--- src/ccu_pkg.sv ---
// Shared constants and types for the five-channel capture/compare unit
// Notes on behaviour
// - Five channels, mode bit picks capture/compare
// - Capture copies timer count on chosen edge
// - Events set flag; irq needs both enables
// - Select hi picks constant level; software capture
// - Selected input level readable at any time
// - Compare match latches selected input level
// - Sync bit aligns capture to timer clock
// - Second unread capture sets sticky overrun
// - Compare match sets flag, drives match signal
// - Channel zero matches at or above
// - Eight output modes from both matches
// - Mode zero follows output bit immediately
// - Other modes change on timer edge, or reset on timer clear
// - Mode one sets on match, holds
// - Mode two toggles, period match resets
// - Mode three sets, period match resets
// - Mode four toggles on each match
// - Mode five resets on match, holds
// - Mode six toggles, period match sets
// - Mode seven resets, period match sets
// - Matches sampled low, output updates rising
// - Up mode uses count-zero period event
package ccu_pkg;
    localparam int CCU_NCH = 5;
    localparam int CCU_TW = 16;
    localparam logic [1:0] CCU_EDGE_NONE = 2'h0;
    localparam logic [1:0] CCU_EDGE_RISE = 2'h1;
    localparam logic [1:0] CCU_EDGE_FALL = 2'h2;
    localparam logic [1:0] CCU_EDGE_BOTH = 2'h3;
    localparam logic [1:0] CCU_SEL_A = 2'h0;
    localparam logic [1:0] CCU_SEL_B = 2'h1;
    localparam logic [1:0] CCU_SEL_LOW = 2'h2;
    localparam logic [1:0] CCU_SEL_HIGH = 2'h3;
    localparam int CCU_SEL_HI_BIT = 1;
    localparam logic [15:0] CCU_RST_DATA = 16'h0000;
    localparam logic [15:0] CCU_COUNT_ZERO = 16'h0000;
    localparam logic CCU_RST_BIT = 1'b0;

    // Output waveform modes
    typedef enum logic [2:0] {
        CCU_OM_BIT = 3'b000,
        CCU_OM_SET = 3'b001,
        CCU_OM_TOG_RST = 3'b010,
        CCU_OM_SET_RST = 3'b011,
        CCU_OM_TOG = 3'b100,
        CCU_OM_RST = 3'b101,
        CCU_OM_TOG_SET = 3'b110,
        CCU_OM_RST_SET = 3'b111
    } ccu_om_t;
endpackage : ccu_pkg

--- src/ccu_capture.sv ---
// Capture input selection, synchronisation and edge detection for one channel
`timescale 1ns/1ns
module ccu_capture import ccu_pkg::*; (
    input wire logic i_sys_clk, // System clock
    input wire logic i_srst, // Sync reset
    input wire logic i_tick, // Timer rising edge enable
    input wire logic i_in_a, // Capture input a pin
    input wire logic i_in_b, // Capture input b pin
    input wire logic [1:0] i_sel, // Input select field
    input wire logic [1:0] i_edge, // Capture edge field
    input wire logic i_sync_en, // Align capture to timer
    input wire logic i_cap_mode, // Capture mode
    output logic o_level, // Selected input level
    output logic o_capture // Capture pulse
);
    logic [1:0] a_sync_reg;
    logic [1:0] b_sync_reg;
    logic prev_reg;
    logic pend_reg;
    logic hit;

    // Pins pass two flops; the first stage feeds only the second
    always_ff @(posedge i_sys_clk) begin
        if (i_srst) begin
            a_sync_reg <= 2'h0;
            b_sync_reg <= 2'h0;
        end else begin
            a_sync_reg <= {a_sync_reg[0], i_in_a};
            b_sync_reg <= {b_sync_reg[0], i_in_b};
        end
    end

    // Constant levels let software force captures
    always_comb begin
        if (i_sel[CCU_SEL_HI_BIT]) begin
            o_level = (i_sel == CCU_SEL_HIGH);
        end else if (i_sel == CCU_SEL_B) begin
            o_level = b_sync_reg[1];
        end else begin
            o_level = a_sync_reg[1];
        end
    end

    // Edge qualification
    always_comb begin
        hit = 1'b0;
        if (i_cap_mode) begin
            case (i_edge)
                CCU_EDGE_RISE: hit = o_level & ~prev_reg;
                CCU_EDGE_FALL: hit = ~o_level & prev_reg;
                CCU_EDGE_BOTH: hit = o_level ^ prev_reg;
                default: hit = 1'b0;
            endcase
        end
    end

    always_ff @(posedge i_sys_clk) begin
        if (i_srst) begin
            prev_reg <= CCU_RST_BIT;
        end else begin
            prev_reg <= o_level;
        end
    end

    // Synced captures wait for the timer edge so count and event agree
    always_ff @(posedge i_sys_clk) begin
        if (i_srst || !i_sync_en || !i_cap_mode) begin
            pend_reg <= 1'b0;
        end else if (i_tick) begin
            pend_reg <= 1'b0;
        end else if (hit) begin
            pend_reg <= 1'b1;
        end
    end

    assign o_capture = i_sync_en ? (i_tick & (pend_reg | hit)) : hit;
endmodule : ccu_capture

--- src/ccu_output_unit.sv ---
// Output waveform generator for one channel
`timescale 1ns/1ns
module ccu_output_unit import ccu_pkg::*; (
    input wire logic i_sys_clk, // System clock
    input wire logic i_srst, // Sync reset
    input wire logic i_tick, // Timer rising edge enable
    input wire logic i_timer_clr, // Timer reset
    input wire logic [2:0] i_mode, // Output mode field
    input wire logic i_out_bit, // Software output value
    input wire logic i_eq0, // Period event, sampled except in up mode
    input wire logic i_eqx, // Sampled channel match
    output logic o_out // Channel output flop
);
    logic out_next;

    // Next value per mode
    always_comb begin
        out_next = o_out;
        case (ccu_om_t'(i_mode))
            CCU_OM_SET: if (i_eqx) out_next = 1'b1;
            CCU_OM_TOG_RST: begin
                if (i_eq0) out_next = i_eqx;
                else if (i_eqx) out_next = ~o_out;
            end
            CCU_OM_SET_RST: begin
                if (i_eq0) out_next = i_eqx;
                else if (i_eqx) out_next = 1'b1;
            end
            CCU_OM_TOG: if (i_eqx) out_next = ~o_out;
            CCU_OM_RST: if (i_eqx) out_next = 1'b0;
            CCU_OM_TOG_SET: begin
                if (i_eq0) out_next = ~i_eqx;
                else if (i_eqx) out_next = ~o_out;
            end
            CCU_OM_RST_SET: begin
                if (i_eq0) out_next = ~i_eqx;
                else if (i_eqx) out_next = 1'b0;
            end
            default: out_next = i_out_bit;
        endcase
    end

    // Mode zero tracks the bit every cycle; others wait for the timer edge, but a timer clear resets them in any cycle
    always_ff @(posedge i_sys_clk) begin
        if (i_srst) begin
            o_out <= CCU_RST_BIT;
        end else if (i_mode == CCU_OM_BIT) begin
            o_out <= i_out_bit;
        end else if (i_timer_clr) begin
            o_out <= CCU_RST_BIT;
        end else if (i_tick) begin
            o_out <= out_next;
        end
    end
endmodule : ccu_output_unit

--- src/ccu_top.sv ---
// Five capture/compare channels with output units beside a 16-bit timer
`timescale 1ns/1ns
module ccu_top import ccu_pkg::*; (
    input wire logic i_sys_clk, // 125 MHz clock
    input wire logic i_srst, // Sync reset, high
    input wire logic i_timer_tick, // Timer rising edge
    input wire logic [15:0] i_timer_count, // Timer count
    input wire logic i_up_mode, // Timer in up mode
    input wire logic i_timer_clr, // Timer cleared
    input wire logic i_global_irq_enable, // Global irq enable
    input wire logic [4:0] i_capture_select_bit, // 1 capture, 0 compare
    input wire logic [4:0][1:0] i_capture_edge, // Edge field
    input wire logic [4:0][1:0] i_input_select, // Input select
    input wire logic [4:0] i_capture_sync_enable, // Sync capture
    input wire logic [4:0] i_channel_irq_enable, // Channel irq enable
    input wire logic [4:0][2:0] i_output_mode_field, // Output mode
    input wire logic [4:0] i_out_bit, // Output value bit
    input wire logic [4:0] i_capture_input_a, // Input a pins
    input wire logic [4:0] i_capture_input_b, // Input b pins
    input wire logic [4:0] i_data_wr, // Data write strobe
    input wire logic [15:0] i_data_wdata, // Data write value
    input wire logic [4:0] i_data_rd, // Data read strobe
    input wire logic [4:0] i_flag_clr, // Event flag clear
    input wire logic [4:0] i_overrun_clr, // Overrun clear
    output logic [4:0][15:0] o_channel_data_register, // Data registers
    output logic [4:0] o_channel_event_flag, // Event flags
    output logic [4:0] o_capture_overrun_flag, // Overrun flags
    output logic [4:0] o_irq_req, // Interrupt requests
    output logic [4:0] o_selected_input_level, // Input level
    output logic [4:0] o_synced_input_latch, // Latched input
    output logic [4:0] o_channel_match, // Sampled matches
    output logic [4:0] o_channel_output // Output pins
);
    logic [4:0] cap;
    logic [4:0] level;
    logic [4:0] match_raw;
    logic [4:0] unread_reg;
    logic [4:0] flag_next;
    logic [4:0] set_evt;
    logic period_evt;

    // Up mode replaces the period match with a count-zero event
    assign period_evt = i_up_mode ? (i_timer_count == CCU_COUNT_ZERO)
                                  : o_channel_match[0];

    genvar ch;
    generate
        for (ch = 0; ch < CCU_NCH; ch++) begin : g_ch
            ccu_capture u_cap (
                .i_sys_clk(i_sys_clk),
                .i_srst(i_srst),
                .i_tick(i_timer_tick),
                .i_in_a(i_capture_input_a[ch]),
                .i_in_b(i_capture_input_b[ch]),
                .i_sel(i_input_select[ch]),
                .i_edge(i_capture_edge[ch]),
                .i_sync_en(i_capture_sync_enable[ch]),
                .i_cap_mode(i_capture_select_bit[ch]),
                .o_level(level[ch]),
                .o_capture(cap[ch])
            );

            ccu_output_unit u_out (
                .i_sys_clk(i_sys_clk),
                .i_srst(i_srst),
                .i_tick(i_timer_tick),
                .i_timer_clr(i_timer_clr),
                .i_mode(i_output_mode_field[ch]),
                .i_out_bit(i_out_bit[ch]),
                .i_eq0(period_evt),
                .i_eqx(o_channel_match[ch]),
                .o_out(o_channel_output[ch])
            );

            // Channel zero compares at-or-above so a short period still wraps
            if (ch == 0) begin : g_ge
                assign match_raw[ch] = i_timer_count >= o_channel_data_register[ch];
            end else begin : g_eq
                assign match_raw[ch] = i_timer_count == o_channel_data_register[ch];
            end

            // Match sampled in the low phase, held across the rising edge
            always_ff @(posedge i_sys_clk) begin
                if (i_srst) begin
                    o_channel_match[ch] <= CCU_RST_BIT;
                end else if (!i_timer_tick) begin
                    o_channel_match[ch] <= match_raw[ch] & ~i_capture_select_bit[ch];
                end
            end

            // Capture wins over a software write in the same cycle
            always_ff @(posedge i_sys_clk) begin
                if (i_srst) begin
                    o_channel_data_register[ch] <= CCU_RST_DATA;
                end else if (cap[ch]) begin
                    o_channel_data_register[ch] <= i_timer_count;
                end else if (i_data_wr[ch]) begin
                    o_channel_data_register[ch] <= i_data_wdata;
                end
            end

            // Event sources: capture, or compare match at the timer edge
            assign set_evt[ch] = cap[ch] | (i_timer_tick & o_channel_match[ch]);
            // Set beats clear when both land together
            assign flag_next[ch] = set_evt[ch] | (o_channel_event_flag[ch] & ~i_flag_clr[ch]);

            always_ff @(posedge i_sys_clk) begin
                if (i_srst) begin
                    o_channel_event_flag[ch] <= CCU_RST_BIT;
                    o_irq_req[ch] <= CCU_RST_BIT;
                end else begin
                    o_channel_event_flag[ch] <= flag_next[ch];
                    o_irq_req[ch] <= flag_next[ch] & i_channel_irq_enable[ch] & i_global_irq_enable;
                end
            end

            // Unread tracking; a new capture beats a read in the same cycle
            always_ff @(posedge i_sys_clk) begin
                if (i_srst) begin
                    unread_reg[ch] <= CCU_RST_BIT;
                end else if (cap[ch]) begin
                    unread_reg[ch] <= 1'b1;
                end else if (i_data_rd[ch]) begin
                    unread_reg[ch] <= 1'b0;
                end
            end

            // Sticky overrun; only software clears it, and a new overrun wins
            always_ff @(posedge i_sys_clk) begin
                if (i_srst) begin
                    o_capture_overrun_flag[ch] <= CCU_RST_BIT;
                end else if (cap[ch] & unread_reg[ch] & ~i_data_rd[ch]) begin
                    o_capture_overrun_flag[ch] <= 1'b1;
                end else if (i_overrun_clr[ch]) begin
                    o_capture_overrun_flag[ch] <= 1'b0;
                end
            end

            // Level status and compare-time latch of the input
            always_ff @(posedge i_sys_clk) begin
                if (i_srst) begin
                    o_selected_input_level[ch] <= CCU_RST_BIT;
                    o_synced_input_latch[ch] <= CCU_RST_BIT;
                end else begin
                    o_selected_input_level[ch] <= level[ch];
                    if (match_raw[ch] & ~o_channel_match[ch] & ~i_capture_select_bit[ch] & ~i_timer_tick) begin
                        o_synced_input_latch[ch] <= level[ch];
                    end
                end
            end

            property p_capture_copy;
                @(posedge i_sys_clk) disable iff (i_srst)
                cap[ch] |=> o_channel_data_register[ch] == $past(i_timer_count);
            endproperty
            a_capture_copy: assert property (p_capture_copy) else $error("capture lost count");

            property p_event_irq;
                @(posedge i_sys_clk) disable iff (i_srst)
                set_evt[ch] && i_channel_irq_enable[ch] && i_global_irq_enable |=> o_irq_req[ch];
            endproperty
            a_event_irq: assert property (p_event_irq) else $error("enabled event raised no irq");

            property p_irq_gated;
                @(posedge i_sys_clk) disable iff (i_srst)
                o_irq_req[ch] |-> o_channel_event_flag[ch] && $past(i_global_irq_enable);
            endproperty
            a_irq_gated: assert property (p_irq_gated) else $error("irq without flag or enable");

            property p_overrun;
                @(posedge i_sys_clk) disable iff (i_srst)
                cap[ch] ##1 (!i_data_rd[ch])[*2] ##0 cap[ch] |=> o_capture_overrun_flag[ch];
            endproperty
            a_overrun: assert property (p_overrun) else $error("second capture missed overrun");

            property p_overrun_sticky;
                @(posedge i_sys_clk) disable iff (i_srst)
                o_capture_overrun_flag[ch] && !i_overrun_clr[ch] |=> o_capture_overrun_flag[ch];
            endproperty
            a_overrun_sticky: assert property (p_overrun_sticky) else $error("overrun dropped alone");

            property p_compare_flag;
                @(posedge i_sys_clk) disable iff (i_srst)
                i_timer_tick && o_channel_match[ch] |=> o_channel_event_flag[ch];
            endproperty
            a_compare_flag: assert property (p_compare_flag) else $error("match set no flag");

            property p_mode0;
                @(posedge i_sys_clk) disable iff (i_srst)
                i_output_mode_field[ch] == CCU_OM_BIT |=> o_channel_output[ch] == $past(i_out_bit[ch]);
            endproperty
            a_mode0: assert property (p_mode0) else $error("mode zero output lags bit");

            property p_edge_only;
                @(posedge i_sys_clk) disable iff (i_srst)
                !i_timer_tick && !i_timer_clr && i_output_mode_field[ch] != CCU_OM_BIT
                && $stable(i_output_mode_field[ch]) |=> $stable(o_channel_output[ch]);
            endproperty
            a_edge_only: assert property (p_edge_only) else $error("output moved off timer edge");

            property p_mode1;
                @(posedge i_sys_clk) disable iff (i_srst)
                i_timer_tick && o_channel_match[ch] && !i_timer_clr
                && i_output_mode_field[ch] == CCU_OM_SET |=> o_channel_output[ch];
            endproperty
            a_mode1: assert property (p_mode1) else $error("set mode did not set");

            property p_mode5;
                @(posedge i_sys_clk) disable iff (i_srst)
                i_timer_tick && o_channel_match[ch] && !i_timer_clr
                && i_output_mode_field[ch] == CCU_OM_RST |=> !o_channel_output[ch];
            endproperty
            a_mode5: assert property (p_mode5) else $error("reset mode did not reset");

            property p_mode4;
                @(posedge i_sys_clk) disable iff (i_srst)
                i_timer_tick && o_channel_match[ch] && !i_timer_clr
                && i_output_mode_field[ch] == CCU_OM_TOG |=> o_channel_output[ch] != $past(o_channel_output[ch]);
            endproperty
            a_mode4: assert property (p_mode4) else $error("toggle mode held");

            // Period match alone ends the pulse in the reset-type PWM modes
            property p_mode2;
                @(posedge i_sys_clk) disable iff (i_srst)
                i_timer_tick && o_channel_match[0] && !o_channel_match[ch] && !i_timer_clr && !i_up_mode
                && (i_output_mode_field[ch] == CCU_OM_TOG_RST || i_output_mode_field[ch] == CCU_OM_SET_RST)
                |=> !o_channel_output[ch];
            endproperty
            a_mode2: assert property (p_mode2) else $error("period match did not reset");

            property p_mode6;
                @(posedge i_sys_clk) disable iff (i_srst)
                i_timer_tick && o_channel_match[0] && !o_channel_match[ch] && !i_timer_clr && !i_up_mode
                && (i_output_mode_field[ch] == CCU_OM_TOG_SET || i_output_mode_field[ch] == CCU_OM_RST_SET)
                |=> o_channel_output[ch];
            endproperty
            a_mode6: assert property (p_mode6) else $error("period match did not set");

            property p_level;
                @(posedge i_sys_clk) disable iff (i_srst)
                i_input_select[ch] == CCU_SEL_HIGH ##1 i_input_select[ch] == CCU_SEL_HIGH
                |=> o_selected_input_level[ch];
            endproperty
            a_level: assert property (p_level) else $error("forced high not shown");

            c_capture: cover property (@(posedge i_sys_clk) disable iff (i_srst) cap[ch]);
            c_overrun: cover property (@(posedge i_sys_clk) disable iff (i_srst)
                $rose(o_capture_overrun_flag[ch]));
            c_compare_out: cover property (@(posedge i_sys_clk) disable iff (i_srst)
                i_timer_tick && o_channel_match[ch] && i_output_mode_field[ch] == CCU_OM_TOG_RST);
        end
    endgenerate

    property p_period_ge;
        @(posedge i_sys_clk) disable iff (i_srst)
        !i_timer_tick && !i_capture_select_bit[0] && i_timer_count > o_channel_data_register[0]
        |=> o_channel_match[0];
    endproperty
    a_period_ge: assert property (p_period_ge) else $error("period match missed above value");

    property p_up_zero;
        @(posedge i_sys_clk) disable iff (i_srst)
        i_up_mode && i_timer_tick && !i_timer_clr && i_timer_count == CCU_COUNT_ZERO && !o_channel_match[3]
        && (i_output_mode_field[3] == CCU_OM_TOG_SET || i_output_mode_field[3] == CCU_OM_RST_SET)
        |=> o_channel_output[3];
    endproperty
    a_up_zero: assert property (p_up_zero) else $error("up mode zero event missing");
endmodule : ccu_top

--- config.mk ---
export PLATFORM = sky130hd
export DESIGN_NAME = ccu_top
export DESIGN_NICKNAME = d
export VERILOG_FILES = /design/src/ccu_pkg.sv /design/src/ccu_capture.sv /design/src/ccu_output_unit.sv /design/src/ccu_top.sv
export SDC_FILE = /design/constraint.sdc
export NUM_CORES = 1
export LEC_CHECK = 0
export BUFFER_PORTS_ARGS = -buffer_cell sky130_fd_sc_hd__buf_4
export CORE_MARGIN = 2
export CORE_UTILIZATION = 47
export DETAILED_ROUTE_END_ITERATION = 10
export MAX_ROUTING_LAYER = met4
export PLACE_DENSITY = 0.74
export SLEW_MARGIN = 10
export SYNTH_ARGS = -nofsm -noshare
export SYNTH_HDL_FRONTEND = slang
export SYNTH_SLANG_ARGS = --single-unit
export TNS_END_PERCENT = 100
--- constraint.sdc ---
create_clock -name i_sys_clk -period 3.7 [get_ports i_sys_clk]
set_input_delay 0.74 -clock i_sys_clk [delete_from_list [all_inputs] [get_ports i_sys_clk]]
set_output_delay 0.74 -clock i_sys_clk [all_outputs]
set_load 0.05 [all_outputs]
* Word level (Yosys, flattened, before mapping) *
Cells that the tools add are included.

operators by class
  reductions and logical operators = 51
  bitwise operators = 121
  muxes and demuxes = 111
  magnitude comparators = 1
  equal/unequal tests = 64

operator list
  kind                                                                   count
  16-bit two-way mux                                                     10
  1-bit two-way mux                                                      91
  1-bit bitwise AND                                                      65
  16-bit equality test                                                   4
  3-bit equality test, second input constant                             20
  1-bit inverter                                                         36
  1-bit case mux with 7 select lines                                     5
  2-bit equality test, second input constant                             15
  3-bit by 2-bit equality test with 1-bit output, second input constant  10
  2-bit nonzero test                                                     15
  2-bit by 1-bit equality test with 1-bit output, second input constant  10
  16-bit greater-or-equal comparator                                     1
  16-bit zero test                                                       1
  3-bit by 1-bit equality test with 1-bit output, second input constant  5
  3-bit zero test                                                        5
  1-bit bitwise OR                                                       15
  1-bit case mux with 3 select lines                                     5
  3-bit nonzero test                                                     5
  1-bit zero test                                                        10
  1-bit logical OR                                                       10
  2-bit OR reduction                                                     5
  1-bit XOR                                                              5

word-level totals
  input bits = 123
  output and inout bits = 115
  register bits after elaboration = 145
  word-level logic and storage cells = 408

* Logic depth before layout (Yosys ltp) *
  depth after elaboration = 14
  depth in mapped cells = 11
  depth with buffers taken out = 10

* Cells and area by module *
A second synthesis with hierarchy kept.

unflattened totals
  cells, all modules = 963
  area, all modules = 8122.8 um^2

by module, submodules not included
  module           sequential area each (um^2)  cells an instance  area each (um^2)  instances
  ccu_top          2302.2                       728                6027.0            1
  ccu_capture      120.1                        28                 270.3             5
  ccu_output_unit  20.0                         19                 148.9             5

* Worst setup path after synthesis *
No wires, ideal clock.

  path kind = input to register
  from = input port i_input_select[3] (netlist name)
  to = register o_channel_data_register[24] (netlist name)
  stages on the path = 11
  data arrival time = 2.491 ns
  setup slack = 1.124 ns
  library setup time = 0.086 ns
  required time = 3.614 ns
  buffers on the path = 1
  cell sequence = o21a_1 a21oi_1 inv_1 ha_1 nor2b_1 o21ai_1 a21boi_1 o22ai_2 clkbuf_1 nor2_1 a211oi_1

between the ends
  word-level cells in the longest chain between the ends = 11
  elaborated cells on any way between the ends = 15
  classes of those cells = eq/ne (2); mux (6); bitwise (6); reduce/logical (1)

RTL lines
  item                                                             RTL line           source
  start, declared                                                  ccu_top.sv:13      input wire logic [4:0][1:0] i_input_select,
  2-bit by 1-bit equality test with 1-bit output                   ccu_capture.sv:37  end else if (i_sel == CCU_SEL_B) begin
  1-bit two-way mux                                                ccu_capture.sv:37
  1-bit two-way mux (*)                                            ccu_capture.sv:35  if (i_sel[CCU_SEL_HI_BIT]) begin
  named net g_ch[1].u_cap.o_level                                  ccu_capture.sv:13  output logic o_level,
  1-bit inverter                                                   ccu_capture.sv:50  CCU_EDGE_FALL: hit = ~o_level & prev_reg;
  1-bit bitwise AND                                                ccu_capture.sv:50
  1-bit case mux with 3 select lines (*)                           ccu_capture.sv:48  case (i_edge)
  1-bit two-way mux (*)                                            ccu_capture.sv:47  if (i_cap_mode) begin
  1-bit bitwise OR                                                 ccu_capture.sv:76  assign o_capture = i_sync_en ? (i_tick & (pend_reg | hit)) : hit;
  1-bit bitwise AND                                                ccu_capture.sv:76
  1-bit two-way mux (*)                                            ccu_capture.sv:76
  16-bit two-way mux / 2-bit nonzero test (equally long branches)  -
  end signal, assigned by index                                    ccu_top.sv:96      o_channel_data_register[ch] <= i_timer_count;
  end signal, assigned by index                                    ccu_top.sv:98      o_channel_data_register[ch] <= i_data_wdata;
  end, declared                                                    ccu_top.sv:25      output logic [4:0][15:0] o_channel_data_register,

The timed path passes the listed nets; every way through them passes the cells marked *.
A chain may end at the register's enable or synchronous reset.

* Worst setup path after layout *
  from = input port i_input_select[3] (netlist name)
  to = register o_channel_data_register[29] (netlist name)

Same word-level chain as after synthesis.

==> metrics <==
critical path cell sequence=buf_4 -> o21a_1 -> a21oi_1 -> inv_1 -> ha_1 -> nor2b_1 -> o21ai_1 -> a21boi_1 -> o22ai_2 -> buf_4 -> nor2_1 -> a211oi_1; Yosys reg bits=145; most frequent cell on the critical path=buf_4; global-route wire length before repair=36190 um; Yosys cell types=46; worst slack, placed=683.6 ps; CTS Root Cell=clkbuf_16; Least-Margin Pin Slew=950.5 ps; routed via count=7072; Seq/Total Area, Yosys=37.01%; Final Worst Setup Slack=1124 ps; XOR/XNOR share of the synthesized area=7.706%; PostCTS Resize Cnt=0; All-Layer GR Usage=26.97%; Warnings, synthesis=0; switching power total=1388 uW; largest area contributor in the netlist=dfxtp_1; top_reg_cell synth=dfxtp_1; Post-Syn Area per Cell=8.983 um2; share of layout cells above drive strength 1=26.05%; Post-DRT Antenna Nets=0; Area after DPL=9579 um2; Clock Tree Buf Depth=2; internal power=3261 uW; grt peak-use layer=met2; # diodes=0; Final Hold Viols=0; switching share of power=29.86%; Synth Instances=873; top post-synthesis cells by count=145 x dfxtp_1, 104 x nor2_1, 84 x mux2i_1, 80 x a211oi_1, 48 x xnor2_1; logic gate share of total power=22.7%; Die H=133.2 um; crit-path max FO=32; Die ar.=17740 um2; worst skew pair latency=420 ps; P_leak=0.004540 uW; critical path required time=4020 ps; Initial Util=47.63%; Setup crit end kind=register; CTS clk-pin slew, worst paths=60 ps; hold crit path type=register to register; mux share of post-synthesis cell area=10.86%; status=finished, final reports clean; Synth Area in Compound Gates=16.80%; Area growth syn-to-layout=30.33%; Crit Path Class=primary input to register; row count=47; MaxCap Viol Count=0; Seq pwr share=37.6%; met3 GRT Util=5.670%; clock sinks=145; Critical Path Slowest Stage Cell=buf_4; GRT overflow=0; fin nets=1221; Inserted Clock Buffers=17; H-tree levels=4; Max transition margin=36.63%; P per Cell Area=454.8 nW/um2; DRT Pass-1 Iters=5; Die Wd=133.2 um; TritonCTS clock tree=yes; Synth area leaders=dfxtp_1 37%, mux2i_1 11%, a211oi_1 7.7%; count of final setup violators=0; drt drc=0; IO Count=238; Final Power=4649 uW; Adder-Cell Fraction of Synth Area=5.743%; M1 GR Usage=33.82%; Setup TNS=0 ps; WHS=434.5 ps; Data arrival, critical path=2900 ps; largest family of logic cells by synthesized area=compound AO/OA/AOI/OAI gates; RSZ-0062 raised after global routing=no; Core Area=16470 um2; initial drt markers=511; design area=10220 um2; Synth Net Count=1032; vias in the first global route=6585; GP Congestion=0.8328; routed len/inst=17.97 um; CTS Hold Bufs=0; initial antenna violation count=0; Largest stage delay, worst path=370 ps; Max Slew Vio Count=0; Clock Power Share=39.7%; largest net degree at the start of global routing=85; Final Cycle Share=69.63%; grt met2 use=43.29%; Setup Skew=9.365 ps; Final Critical Period=2576 ps; Post-synth EDFFs=0; Post-Synth Simple-Gate Area=14.95%; Post-synth ARST share=0%; Post-CTS Setup Inserts=0; Via density=5.461; mapped cell area=7843 um2; max reg flops=80; DP HPWL=17290 um; port bufs=237; FMAX=388.1 MHz; Worst VDD drop=344.8 uV; Synth top area share=37.01%; Filler cells=1426; count leader, synth=dfxtp_1; Post-Route WL=23270 um; Worst setup SP type=primary input
[area by class of cell]
class | instances | area (um2) | share of cell area, %
multi-input cells | 607 | 4397 | 43.02
flip-flops and latches | 145 | 2903 | 28.40
repair buffers | 243 | 1824 | 17.85
clock buffers | 24 | 491.7 | 4.811
well taps | 220 | 275.3 | 2.693
inverters | 48 | 180.2 | 1.763
clock inverters | 8 | 150.1 | 1.469
[routing by layer]
metal | part of all wire [%] | up-vias | wire (um)
met5 | 0 | - | 0
met4 | 2.6 | 0 | 612
li1 | - | 3449 | -
met2 | 47 | 273 | 11050
met1 | 43 | 3308 | 10090
met3 | 6.5 | 42 | 1516
[per-stage QoR]
step,utilization [%],cells
floorplan,-,873
global placement,58.18,1263
detailed placement,58.18,1263
CTS,62.07,1295
global route,62.07,1295
finish,62.07,1295
[power by group through the flow]
stage	Clock, uW	Sequential [uW]	Combinational, uW
finish	1850	1750	1050
global route	1950	1760	1130
CTS	1870	1750	1060
detailed placement	0	1780	1050
global placement	0	1780	1040
floorplan	0	2020	443
[placed cells by master, fill, tap and decap left out, types with 11 or more instances in the layout]
cell,Yosys,layout
a211oi_1,80,80
a21oi_1,26,26
buf_4,18,243
clkbuf_16,0,17
dfxtp_1,145,145
ha_1,36,36
inv_1,47,47
mux2i_1,84,84
nand2_1,16,16
nand2b_1,11,11
nand3_1,12,12
nand3b_1,11,11
nor2_1,104,104
nor2b_1,32,32
nor3_1,21,21
xnor2_1,48,48
xor2_1,21,21
[path summary, 6_finish.rpt]
check	from	endpoint	slack [ps]	depth (start not counted)
hold reg to reg	g_ch[4].u_cap.b_sync_reg[0]	g_ch[4].u_cap.b_sync_reg[1]	430	1
hold / removal	g_ch[4].u_cap.b_sync_reg[0]	g_ch[4].u_cap.b_sync_reg[1]	430	1
setup reg to reg	g_ch[2].u_cap.b_sync_reg[1]	o_capture_overrun_flag[2]	1280	11
setup / recovery	i_input_select[3]	o_channel_data_register[29]	1120	12
[worst max-delay path: cells and delay by family]
family / cells / cell delay [ps]
AOI/OAI and AO/OA: 6 / 1170
adders and majority gates: 1 / 280
buffers and inverters: 3 / 560
and+or+nand+nor: 2 / 130
[cell families (layout without fill, tap and decap cells)]
| logic type | Yosys count | in the layout |
|---|---|---|
| muxes | 85 | 85 |
| adders and majority gates | 36 | 36 |
| xor gates and xnor gates | 69 | 69 |
| buffers and inverters | 121 | 323 |
| and+or+nand+nor | 236 | 236 |
| DFF | 145 | 145 |
| AOI/OAI and AO/OA | 181 | 181 |
Note: power is estimated with default switching activity, not from simulation.
